**src/rtl/fdi_pkg.sv**
```systemverilog
// Constants for the four channel digital input block.
// Assumes a 100 MHz clk_i and a synchronous active-high reset.
// Functional notes
// - Input image byte at address zero, bits 3..0 are inputs 3..0.
// - No output image bytes; writes toward output area have no effect.
// - Both edges of each input reach the image only after 3 ms.
// - Channel indicator lit while its input reads one, dark on zero.
// - Channel indicators keep tracking inputs with electronics power off.
// - Run indicator on while backplane communication works, off otherwise.
// - Fault indicator follows module error status, independent of run indicator.
// - Bus power fault holds both run and fault indicators off.
// - All four inputs sampled and reported together, in any orientation.
package fdi_pkg;
   localparam int unsigned NUM_CH       = 4;
   localparam int unsigned IMG_W        = 8;
   localparam logic [7:0]  IMG_OFFSET   = 8'h00;
   localparam logic [7:0]  IMG_RESET    = 8'h00;
   localparam int unsigned CLK_MHZ      = 100;
   localparam int unsigned DELAY_US     = 3000;
   // Least time rounds up; 100 MHz gives exact whole cycles
   localparam int unsigned DELAY_CYCLES = (DELAY_US * CLK_MHZ * 1000 + 999) / 1000;
   localparam int unsigned CNT_W        = $clog2(DELAY_CYCLES + 1);
endpackage : fdi_pkg

```
**src/rtl/fdi_filt_if.sv**
```systemverilog
// Interface joining the top to one channel's delay filter.
// Assumes one clock domain for both ends.
`timescale 1ns/1ps
`default_nettype none
interface fdi_filt_if;
   logic raw;   // Synchronised input level
   logic clean; // Delayed, stable level
   modport filt (input raw, output clean);
   modport top  (output raw, input clean);
endinterface : fdi_filt_if
`default_nettype wire

```
**src/rtl/fdi_filt.sv**
```systemverilog
// Fixed delay filter for one input channel.
// Assumes raw is already synchronised to clk_i.
`timescale 1ns/1ps
`default_nettype none
module fdi_filt
(
   input  wire logic   clk_i,   // System clock
   input  wire logic   reset_i, // Synchronous reset
   fdi_filt_if.filt    ch       // Channel link
);
   logic [fdi_pkg::CNT_W-1:0] cnt;
   logic [fdi_pkg::CNT_W-1:0] next_cnt;
   logic                      state;
   logic                      next_state;

   // Level must differ for full delay before it is taken; glitches restart it
   always_comb
   begin
      next_cnt   = '0;
      next_state = state;
      if (ch.raw != state)
      begin
         if (cnt == fdi_pkg::CNT_W'(fdi_pkg::DELAY_CYCLES - 1))
            next_state = ch.raw;
         else
            next_cnt = cnt + 1'b1;
      end
   end

   // Register stage
   always_ff @(posedge clk_i)
   begin
      if (reset_i)
      begin
         cnt   <= '0;
         state <= 1'b0;
      end
      else
      begin
         cnt   <= next_cnt;
         state <= next_state;
      end
   end

   assign ch.clean = state;
endmodule : fdi_filt
`default_nettype wire

```
**src/rtl/fdi_top.sv**
```systemverilog
// Four channel digital input with process input image and indicators.
// Assumes bus status levels come from backplane logic on clk_i.
`timescale 1ns/1ps
`default_nettype none
module fdi_top
(
   input  wire logic       clk_i,             // System clock
   input  wire logic       reset_i,           // Synchronous reset
   input  wire logic [3:0] input_channel_i,   // Field inputs, asynchronous
   input  wire logic       bus_comm_ok_i,     // Backplane communication works
   input  wire logic       module_error_i,    // Module status reports error
   input  wire logic       bus_power_fault_i, // Bus power supply fault
   input  wire logic [7:0] out_wdata_i,       // Output area write data, unused
   input  wire logic       out_wr_i,          // Output area write strobe, unused
   output logic [7:0]      process_input_image_o,  // Image byte at offset 0
   output logic [3:0]      channel_led_o,          // Green per-channel LEDs
   output logic            run_led_o,              // Green run LED
   output logic            module_fault_indicator_o // Red fault LED
);
   logic [3:0] sync1;
   logic [3:0] sync2;
   logic [3:0] clean;
   logic [7:0] next_image;
   logic [3:0] next_ch_led;
   logic       next_run;
   logic       next_fault;

   // Two-flop synchroniser, all channels captured on the same edge
   always_ff @(posedge clk_i)
   begin
      if (reset_i)
      begin
         sync1 <= '0;
         sync2 <= '0;
      end
      else
      begin
         sync1 <= input_channel_i;
         sync2 <= sync1;
      end
   end

   // One filter per channel
   genvar g;
   generate
      for (g = 0; g < fdi_pkg::NUM_CH; g++)
      begin : g_ch
         fdi_filt_if fi ();
         assign fi.raw   = sync2[g];
         assign clean[g] = fi.clean;
         fdi_filt u_filt
         (
            .clk_i   (clk_i),
            .reset_i (reset_i),
            .ch      (fi.filt)
         );
      end
   endgenerate

   // Output area is not decoded: no byte exists, writes are dropped
   logic unused_out;
   assign unused_out = ^{out_wdata_i, out_wr_i};

   // Next image and indicators
   always_comb
   begin
      next_image  = {4'h0, clean};
      next_ch_led = clean;
      // Channel LEDs do not depend on bus or power status
      next_run    = bus_comm_ok_i && !bus_power_fault_i;
      next_fault  = module_error_i && !bus_power_fault_i;
   end

   // Output registers
   always_ff @(posedge clk_i)
   begin
      if (reset_i)
      begin
         process_input_image_o    <= fdi_pkg::IMG_RESET;
         channel_led_o            <= '0;
         run_led_o                <= 1'b0;
         module_fault_indicator_o <= 1'b0;
      end
      else
      begin
         process_input_image_o    <= next_image;
         channel_led_o            <= next_ch_led;
         run_led_o                <= next_run;
         module_fault_indicator_o <= next_fault;
      end
   end
endmodule : fdi_top
`default_nettype wire

```
**config.mk**
```make
export PLATFORM = sky130hd
export DESIGN_NAME = fdi_top
export DESIGN_NICKNAME = d
export VERILOG_FILES = /design/src/rtl/fdi_pkg.sv /design/src/rtl/fdi_filt_if.sv /design/src/rtl/fdi_filt.sv /design/src/rtl/fdi_top.sv
export SDC_FILE = /design/constraint.sdc
export NUM_CORES = 1
export LEC_CHECK = 0
export BUFFER_PORTS_ARGS = -buffer_cell sky130_fd_sc_hd__buf_2
export CAP_MARGIN = 40
export CORE_UTILIZATION = 30
export DETAILED_ROUTE_END_ITERATION = 8
export GPL_TIMING_DRIVEN = 0
export PLACE_DENSITY = 0.47
export SLEW_MARGIN = 20
export SYNTH_ARGS = -nofsm -noshare
export SYNTH_HDL_FRONTEND = slang
export SYNTH_SLANG_ARGS = --single-unit
```
**constraint.sdc**
```tcl
create_clock -name clk_i -period 2.2 [get_ports clk_i]
set_clock_uncertainty 0.05 [all_clocks]
set_input_delay 0.22 -clock clk_i [delete_from_list [all_inputs] [get_ports clk_i]]
set_output_delay 0.22 -clock clk_i [all_outputs]
set_load 0.005 [all_outputs]
```
After elaboration in Yosys (flattened, before gate mapping) --
Cells that the tools add are included.
Word-level totals: input port bits 18, bits in registers 98, logic and storage cells 41, output and inout port bits 14
Cells by class: bitwise operators 4, $add $sub $neg 4, eq/ne operators 8, reductions and logical operators 11
Operator list (number):
- $add A19 B1 Y19 const B | 4
- $eq A19 B19 Y1 const B | 4
- $reduce_or A3 Y1 | 4
- $reduce_and A2 Y1 | 4
- $ne A1 B1 Y1 | 4
- $not A1 Y1 | 4
- $logic_and A1 B1 Y1 | 2
- $logic_not A1 Y1 | 1

Longest topological paths before layout --
Gate-level depths: netlist (run 1).
depth after elaboration 3, depth in mapped cells 7, depth with buffers taken out 5

Cells and area by module --
From an unflattened synthesis (run 1), not the netlist that was laid out.
Unflattened totals: cells, all modules 462, area total of the unflattened synthesis 4265.3 um^2
By module, submodules not included:
- fdi_filt | seq. area each 400.4 um^2, cells an instance 106, instances 4, area each 952.2 um^2
- fdi_top | seq. area each 280.3 um^2, cells an instance 38, instances 1, area each 456.7 um^2

Worst setup path before layout (run 1) --
Ideal clock, no wire load.
path kind register -> register, from register g_ch[2].u_filt.cnt[17] (netlist name), to register g_ch[2].u_filt.state, setup time 121 ps, path buffers 0, arrival 1820 ps, data required time 2029 ps, slack 209 ps, cell stages (with the launch flop) 5, cell sequence dfxtp_1 -> or4b_1 -> or4_4 -> nor2_1 -> mux2_2
On the way: longest elaborated chain between the ends 2
RTL lines:
- start: declaration | RTL line fdi_filt.sv:11 | logic [fdi_pkg::CNT_W-1:0] cnt;
- start signal: assignment | RTL line fdi_filt.sv:40 | cnt <= next_cnt;
- $eq A19 B19 Y1 | RTL line fdi_filt.sv:23 | if (cnt == fdi_pkg::CNT_W'(fdi_pkg::DELAY_CYCLES - 1))
- $reduce_and A2 Y1 (no source line)
- end signal: assignment | RTL line fdi_filt.sv:41 | state <= next_state;
- end: declaration | RTL line fdi_filt.sv:13 | logic state;
No other way between the ends. A chain may end at the register's enable or synchronous reset.

Final worst setup path (run 1) --
from register g_ch[2].u_filt.cnt[14] (netlist name), to register g_ch[2].u_filt.state
Same word-level chain as after synthesis.

==> metrics.cfg, run 1 <==
[yosys]
synth.largest_area_cell=dfxtp_1
syn_area_um2=4110
yosysUniqueCellTypes=46
synth.yosys.seq_area_share_pct=45.8
yosysWarnings=0
yosysTopAreaCellShare_pct=45.8
synth.top_cells.by_area=dfxtp_1 (46%), xnor2_1 (8.3%), nor2_1 (6.9%)
ys.flop_type=dfxtp_1
synth.most_common_cell=dfxtp_1
yosys-top-cells-count=dfxtp_1 (94), nor2_1 (75), xnor2_1 (39)
synth_edf_count=0
ys_async_sr_fraction_pct=0
syn_area_per_cell_um2=8.98
syn_inst=457
synth-seq-cells=94

[cells_and_area]
syn2layout_area_growth_pct=17.3
multi_input_area_um2=2070
finalNetCount=511
stdcell_area_um2=4810
diodes=0
finalCoreUtilization_pct=36.2
drive_gt1_share_pct=13.6
seq_area_um2=1880
fillCellCount=1351

[sta]
layout_setup_ws_ns=0.0966
post-route-period-util_pct=95.6
hold_viol_final=0
slew_viol_final=0
timing.fmax_ghz=0.475
worstMarginPinSlew_ns=0.561
rsz0062_at_grt=false
max_slew_margin_pct=62.3
setup-violations-final=0
tns_ns=0
period_minus_slack_ns=2.10
fin_hold_ws_ns=0.0457

[route]
routedWlPerCell_um=11.7
drt-initial-drc-count=107
vias=3083
drc=0
ant_nets=0
drt-pass1-iter-count=4
vias_per_cell=4.62
routed_wl_um=7800

[global_routing]
grt_pass1_vias=2914
grt_start_max_net_pins=15
antenna_found_initial=0
grt_pass1_wl_um=13900
grt_remaining_overflow=0
grt_use_total_pct=12.2

[critical_path]
slowest_stage=or4_4
endpoint_kind=register
max_stage_delay_ns=0.55
crit_type=register to register
cp-start-kind=register
worstPathArrival_ns=2.28
crit_path_cell_trace=or4b_1, or4_4, nor2_1, mux2_2
critPathRequiredTime_ns=2.38
critPathMaxFanout=5
reg2regPathDepth=4

[clock_network]
cts_max_path_buffers=2
cts_setup_buffers=0
clockRootBuffer=clkbuf_16
cts-buffers-inserted=9
htree_levels=3
cts_sinks=94
clock_latency_ns=0.35
cts.clk_slew.worst_paths_ns=0.06
cts_tree=done

[worst_hold_path]
hold_path_depth=2
hp-class=input pin to register

[place]
placed_area_um2=4430
io_buffer_count=18
place.gp.congestion=0.796
pre_cts_slack_ns=-0.168
dp_hpwl_um=5430

[pwr]
leakage_nw=1.49
peakVddDrop_mv=0.493
power.density_nw_per_um2=758

[floorplanning]
die_area_um2=14200
core_area_um2=13300
chipHeight_um=119
num_rows=42
pin_count=32
initial_core_util_pct=30.9
fp.dieW_um=119

[run_status]
status=finished, final reports clean

[flow_run]
cap_violations=0

timing repair:
action,4_1_cts,5_1_grt
resized for setup,3,4
endpoints found under the hold margin,2,0
pin swaps,0,0
hold buffers,1,0
endpoints found under the setup margin,18,33
power breakdown:
group / total (mW) / switching, mW / internal [mW]
Sequential: 1.72 / 0.00513 / 1.71
Combinational: 0.0530 / 0.0277 / 0.0252
Clock: 1.88 / 0.634 / 1.24
Total: 3.65 / 0.667 / 2.98
worst max-delay path, delay by kind of cell (launching register included):
family	cells	cell delay (ns)
multiplexers	1	0.35
flip-flops	1	0.36
AND/OR/NAND/NOR	3	1.22
state kept, by name (all words and copies together) (netlist names):
register and flops:
run_led_o 1, module_fault_indicator_o 1, g_ch.u_filt.ch.clean 4, channel_led_o 4
sync1 4, sync2 4, g_ch.u_filt.cnt 76
stage by stage:
stage                     std cells  total power [mW]
final                           668              3.65
after CTS                       669              3.72
after global routing            668              3.78
after detailed placement        654              1.81
after floorplan                 460              1.79
after global placement          654              1.81
cell usage in the layout, fill, tap and decap left out, types with 5 or more instances in the layout:
master	instances
xor2_1	18
clkbuf_16	9
and4_1	5
buf_4	8
mux2i_1	5
nand4_1	19
nor2_1	75
nor4b_1	6
buf_2	20
clkbuf_1	5
a21oi_1	14
nor2b_1	16
nand2_1	13
nand3_1	31
nor3_1	14
xnor2_1	39
or3_1	7
inv_1	14
nor4_1	15
o21ai_0	9
dfxtp_1	94
clkbuf_2	5
per-layer routing:
| layer | vias up | part of all wire, % | global-route usage [%] |
|---|---|---|---|
| met2 | 41 | 43 | 17.7 |
| li1 | 1635 | - | - |
| met4 | 0 | 1.9 | 5.22 |
| met1 | 1396 | 51 | 16.6 |
| met5 | - | 0 | 0 |
| met3 | 11 | 3.8 | 3.69 |
cell families after synthesis:
| group | after synthesis | synth area share, % |
|---|---|---|
| and+or+nand+nor | 227 | 29.9 |
| DFF | 94 | 45.8 |
| xor gates and xnor gates | 57 | 12.2 |
| buffers and inverters | 36 | 4.36 |
| AOI/OAI and AO/OA | 29 | 4.11 |
| muxes | 9 | 2.32 |
| adders and majority gates | 4 | 1.22 |
| other | 1 | 0.0913 |
path summary, 6_finish.rpt:
path,start,endpoint,slack (ns)
setup / recovery,g_ch[2].u_filt.cnt[14],g_ch[2].u_filt.ch.clean,0.1
hold / removal,input_channel_i[0],sync1[0],0.05
setup reg to reg,g_ch[2].u_filt.cnt[14],g_ch[2].u_filt.ch.clean,0.1
hold reg to reg,sync1[0],sync2[0],0.39
final cells by class:
class	count	share of cell area, %
well taps	176	4.57
plain buffers	21	2.60
flip-flops and latches	94	39.1
inverters	14	1.09
repair buffers	19	2.08
clock buffers	10	4.96
clock inverters	4	2.50
multi-input cells	330	43.1
(Power assumes the default switching activity.)
==> run 2: changes to the inputs <==
Settings changed: RECOVER_POWER set to 100.
==> run 2 against run 1 <==
Compared with the run above:
- sequential share of layout area is 0.061 points higher
- via count hardly changed
- non-clock buffer count stayed put
- combinational power is 0.9% lower
- highest routed layer unchanged
- core utilization is 0.056 points lower
- global-route usage stayed put
==> metrics.cfg, run 2 (same netlist as run 1, synthesis figures left out) <==
[place]
placed_area_um2=4430  ; unchanged
post-place-cells=654  ; unchanged
io_buffer_count=18  ; unchanged
dp_hpwl_um=5430  ; unchanged
pre_cts_slack_ns=-0.168  ; unchanged
place.gp.congestion=0.796  ; unchanged

[route]
wl_met3_um=276  ; was 297 µm
dr_wl_met2_um=3350  ; was 3360 µm
routed_wl_um=7800  ; about the same
routedWlPerCell_um=11.7  ; about the same
dr.max_layer_used=met4  ; unchanged
drt-initial-drc-count=107  ; unchanged
vias_per_cell=4.61  ; was 4.62
wl_met1_um=4020  ; was 4000 µm
drt-pass1-iter-count=4  ; unchanged
drc=0  ; unchanged
ant_nets=0  ; unchanged
vias=3081  ; was 3083

[floorplanning]
pin_count=32  ; unchanged
num_rows=42  ; unchanged
core_area_um2=13300  ; unchanged
initial_core_util_pct=30.9  ; unchanged
fp.dieW_um=119  ; unchanged
chipHeight_um=119  ; unchanged
die_area_um2=14200  ; unchanged

[global_routing]
grt_use_total_pct=12.2  ; unchanged
grt_pass1_wl_um=13900  ; unchanged
grt_pass1_vias=2914  ; unchanged
antenna_found_initial=0  ; unchanged
grt_remaining_overflow=0  ; unchanged
grt_start_max_net_pins=15  ; unchanged

[clock_network]
clockRootBuffer=clkbuf_16  ; unchanged
cts_tree=done  ; unchanged
cts_max_path_buffers=2  ; unchanged
clock_latency_ns=0.35  ; about the same
cts-buffers-inserted=9  ; unchanged
cts.clk_slew.worst_paths_ns=0.06  ; about the same
cts_sinks=94  ; unchanged
htree_levels=3  ; unchanged

[pwr]
power.density_nw_per_um2=759  ; was 758 nW/µm²
peakVddDrop_mv=0.493  ; about the same
leakage_nw=1.47  ; was 1.49 nW

[critical_path]
critPathRequiredTime_ns=2.38  ; about the same
slowest_stage=or4_4  ; unchanged
endpoint_kind=register  ; unchanged
critical_path.top_delay_family=simple AND/OR/NAND/NOR gates  ; unchanged
worstPathArrival_ns=2.28  ; about the same
max_stage_delay_ns=0.55  ; about the same
path_buf_inv=0  ; unchanged
crit_type=register to register  ; unchanged
reg2reg_from=g_ch[2].u_filt.cnt[14]  ; unchanged
startpoint=g_ch[2].u_filt.cnt[14]  ; unchanged
crit_path_cell_trace=or4b_1, or4_4, nor2_1, mux2_2  ; unchanged
critPathMaxFanout=5  ; unchanged
cp-start-kind=register  ; unchanged

[sta]
layout_setup_ws_ns=0.0966  ; about the same
post-route-period-util_pct=95.6  ; about the same
fin_hold_ws_ns=0.0456  ; was 0.0457 ns
hold_viol_final=0  ; unchanged
max_slew_margin_pct=62.3  ; unchanged
slew_viol_final=0  ; unchanged
tns_ns=0  ; unchanged
period_minus_slack_ns=2.10  ; about the same
timing.fmax_ghz=0.475  ; about the same
setup-violations-final=0  ; unchanged
worstMarginPinSlew_ns=0.561  ; unchanged
rsz0062_at_grt=false  ; unchanged

[cells_and_area]
instances_no_fill=668  ; unchanged
stdcell_area_um2=4810  ; about the same
final_common_cell=dfxtp_1  ; unchanged
syn2layout_area_growth_pct=17.1  ; was 17.3%
drive_gt1_share_pct=12.4  ; was 13.6%
largest_reg_flops=76  ; unchanged
finalNetCount=511  ; unchanged
mostFrequentLayoutCells=dfxtp_1 (94), nor2_1 (75), xnor2_1 (39)  ; unchanged
largest-register=g_ch.u_filt.cnt  ; unchanged
diodes=0  ; unchanged

[worst_hold_path]
hp-class=input pin to register  ; unchanged
hold_start=input_channel_i[0]  ; unchanged

[flow_run]
cap_violations=0  ; unchanged

[run_status]
status=finished, final reports clean  ; unchanged

## run 2: cell types whose count changed in the layout (fill, tap and decap cells not counted)
cell      before  now
clkbuf_1       5   11
clkbuf_4       0    2
buf_2         20   14
buf_4          8    6
## run 2: worst reg2reg max path, cell delays in order, from the launching register on
cell and delay (ns):
dfxtp_1 0.36, or4b_1 0.51, or4_4 0.55, nor2_1 0.17, mux2_2 0.35
## run 2: final timing paths
kind,slack (ns),cells past startpoint,end
max,0.1,4,g_ch[2].u_filt.ch.clean
min,0.05,2,sync1[0]
max reg2reg,0.1,4,g_ch[2].u_filt.ch.clean
min reg2reg,0.39,1,sync2[0]
## run 2: layout make-up
type | count | area (µm²)
flip-flops and latches | 94 | 1880
clock inverters | 4 | 120
inverters | 14 | 52.6
repair buffers | 19 | 93.8
well taps | 176 | 220
plain buffers | 21 | 124
fillers | 1357 | 8490
multi-input cells | 330 | 2070
clock buffers | 10 | 239
## run 2: routing by layer
metal  track usage [%]  vias up
met5                 0        -
met4              5.22        0
met3              3.69       11
met2              17.7       36
met1              16.6     1399
li1                  -     1635
## run 2: repair_timing
| action | CTS | global route |
|---|---|---|
| setup endpoints to repair | 18 | 33 |
| buffers inserted | 0 | 0 |
| gates resized for setup | 3 | 4 |
| hold buffers | 1 | 0 |
| endpoints found under the hold margin | 2 | 0 |
## run 2: where the power goes
group	internal, mW	switching (mW)	total, mW
Combinational	0.0248	0.0277	0.0525
Sequential	1.71	0.00514	1.72
Clock	1.24	0.634	1.88
## run 2: metrics by stage
stage	total power [mW]	util [%]
finish	3.65	36.1
global route	3.78	36.1
detailed placement	1.81	33.3
CTS	3.72	36.2
global placement	1.81	33.3
floorplan	1.79	-
==> run 3: changes to the inputs <==
Settings changed: CORE_UTILIZATION 30 to 40, PLACE_DENSITY 0.47 to 0.58, SETUP_SLACK_MARGIN set to 0.3.
==> run 3 against run 2 <==
Compared with the run above:
- routed wire length up 0.23%
- total power down 19%
- design area down 1.3%
- critical path depth up 1
- cell count down 4.5%
- sequential share of layout area up 0.66 points
- largest power group is now registers
- combinational power up 9.0%
- critical path type unchanged
- count of clock-buffer cells in the layout up 2
- largest cell class unchanged
- first-iteration DRC count down 46%
- non-clock buffer count up 11
- flip-flop and latch count unchanged
==> metrics.cfg, run 3 (same netlist as run 1, synthesis figures left out) <==
[run_status]
status=finished, final reports clean  ; unchanged

[place]
placed_area_um2=4380  ; was 4430 µm²
io_buffer_count=18  ; unchanged
dp_hpwl_um=5260  ; was 5430 µm
pre_cts_slack_ns=-0.0210  ; was -0.168 ns
post-place-cells=611  ; was 654
place.gp.congestion=0.822  ; was 0.796

[floorplanning]
initial_core_util_pct=41.6  ; was 30.9%
chipHeight_um=103  ; was 119 µm
pin_count=32  ; unchanged
num_rows=36  ; was 42
die_area_um2=10700  ; was 14200 µm²
core_area_um2=9860  ; was 13300 µm²
fp.dieW_um=103  ; was 119 µm

[cells_and_area]
largest_reg_flops=76  ; unchanged
multi_input_area_um2=2140  ; was 2070 µm²
seq_area_um2=1890  ; was 1880 µm²
finalNetCount=522  ; was 511
syn2layout_area_growth_pct=15.6  ; was 17.1%
fillCellCount=948  ; was 1357
stdcell_area_um2=4740  ; was 4810 µm²
instances_no_fill=638  ; was 668
diodes=0  ; unchanged
drive_gt1_share_pct=16.2  ; was 12.4%
final_common_cell=dfxtp_1  ; unchanged
mostFrequentLayoutCells=dfxtp_1 (88), nor2_1 (72), xnor2_1 (39)  ; was dfxtp_1 (94), nor2_1 (75), xnor2_1 (39)
largest-register=g_ch.u_filt.cnt  ; unchanged

[clock_network]
clockRootBuffer=clkbuf_8  ; was clkbuf_16
cts.clk_slew.worst_paths_ns=0.09  ; was 0.06 ns
htree_levels=3  ; unchanged
cts_max_path_buffers=2  ; unchanged
cts-buffers-inserted=9  ; unchanged
cts_sinks=94  ; unchanged
clock_latency_ns=0.36  ; was 0.35 ns
cts_tree=done  ; unchanged

[global_routing]
grt_use_total_pct=16.0  ; was 12.2%
grt_remaining_overflow=0  ; unchanged
grt_start_max_net_pins=15  ; unchanged
grt_pass1_vias=2945  ; was 2914
grt_pass1_wl_um=13200  ; was 13900 µm
antenna_found_initial=0  ; unchanged

[sta]
layout_setup_ws_ns=0.133  ; was 0.0966 ns
rsz0062_at_grt=true  ; was false
hold_viol_final=0  ; unchanged
fin_hold_ws_ns=0.0217  ; was 0.0456 ns
slew_viol_final=0  ; unchanged
timing.fmax_ghz=0.484  ; was 0.475 GHz
setup-violations-final=0  ; unchanged
period_minus_slack_ns=2.07  ; was 2.10 ns
post-route-period-util_pct=94.0  ; was 95.6%

[flow_run]
cap_violations=0  ; unchanged

[critical_path]
worstPathArrival_ns=2.28  ; about the same
cp-start-kind=register  ; unchanged
critPathMaxFanout=5  ; unchanged
endpoint_kind=register  ; unchanged
r2r_slack_ns=0.13  ; was 0.1 ns
critPathRequiredTime_ns=2.41  ; was 2.38 ns
reg2regPathDepth=5  ; was 4
crit_type=register to register  ; unchanged

[route]
routedWlPerCell_um=12.2  ; was 11.7 µm
drc=0  ; unchanged
drt-initial-drc-count=58  ; was 107
vias=3217  ; was 3081
routed_wl_um=7810  ; was 7800 µm
ant_nets=0  ; unchanged
vias_per_cell=5.04  ; was 4.61
drt-pass1-iter-count=4  ; unchanged

[worst_hold_path]
hp-class=input pin to register  ; unchanged
hold_path_depth=2  ; unchanged

[pwr]
peakVddDrop_mv=0.291  ; was 0.493 mV
leakage_nw=1.48  ; was 1.47 nW
finalPower_mw=2.94  ; was 3.65 mW
power.density_nw_per_um2=619  ; was 759 nW/µm²

## run 3: final cells by class
cell class,instances,area share (%)
Timing Repair Buffer,29,3.43
Buffer,22,2.72
Sequential cell,94,39.8
Tap cell,133,3.51
Clock buffer,12,3.27
Clock inverter,4,0.949
Inverter,14,1.11
Multi-Input combinational cell,330,45.2
## run 3: worst max-delay path, cell delays in order, from the launching register on
cell	delay, ns
dfxtp_1	0.36
or4b_4	0.55
or4_4	0.57
o21bai_4	0.21
clkbuf_1	0.17
nor2_1	0.06
## run 3: path summary, 6_finish.rpt
check,start,endpoint
worst min register to register,g_ch[3].u_filt.cnt[0],g_ch[3].u_filt.cnt[0]
worst max-delay path,g_ch[2].u_filt.cnt[17],g_ch[2].u_filt.cnt[7]
worst min-delay path,input_channel_i[0],sync1[0]
worst max register to register,g_ch[2].u_filt.cnt[17],g_ch[2].u_filt.cnt[7]
## run 3: where the power goes
group | internal, mW | switching, mW | total [mW]
Sequential | 1.71 | 0.00496 | 1.72
Clock | 0.583 | 0.581 | 1.16
Combinational | 0.0278 | 0.0294 | 0.0572
Total | 2.32 | 0.616 | 2.94
## run 3: stage by stage
stage | TNS, ns | utilization (%)
3_5_place_dp | -0.0932 | 44.4
6_report | 0 | 48.1
2_1_floorplan | 0 | -
4_1_cts | 0 | 48.0
3_3_place_gp | -0.00206 | 44.4
5_1_grt | 0 | 48.1
## run 3: what timing repair did
item                       in CTS  in global routing
cloned                          1                  0
pin swaps                      12                  6
resized for setup              23                 17
setup endpoints to repair      61                 46
hold endpoints to repair        2                  0
hold buffers                    1                  0
setup buffers                   7                  2
## run 3: layer usage
metal | global-route usage (%) | vias up | routed length (µm)
li1 | - | 1659 | -
met1 | 21.0 | 1493 | 3900
met2 | 25.0 | 49 | 3500
met3 | 3.16 | 16 | 258
met4 | 8.45 | 0 | 161
met5 | 0 | - | 0
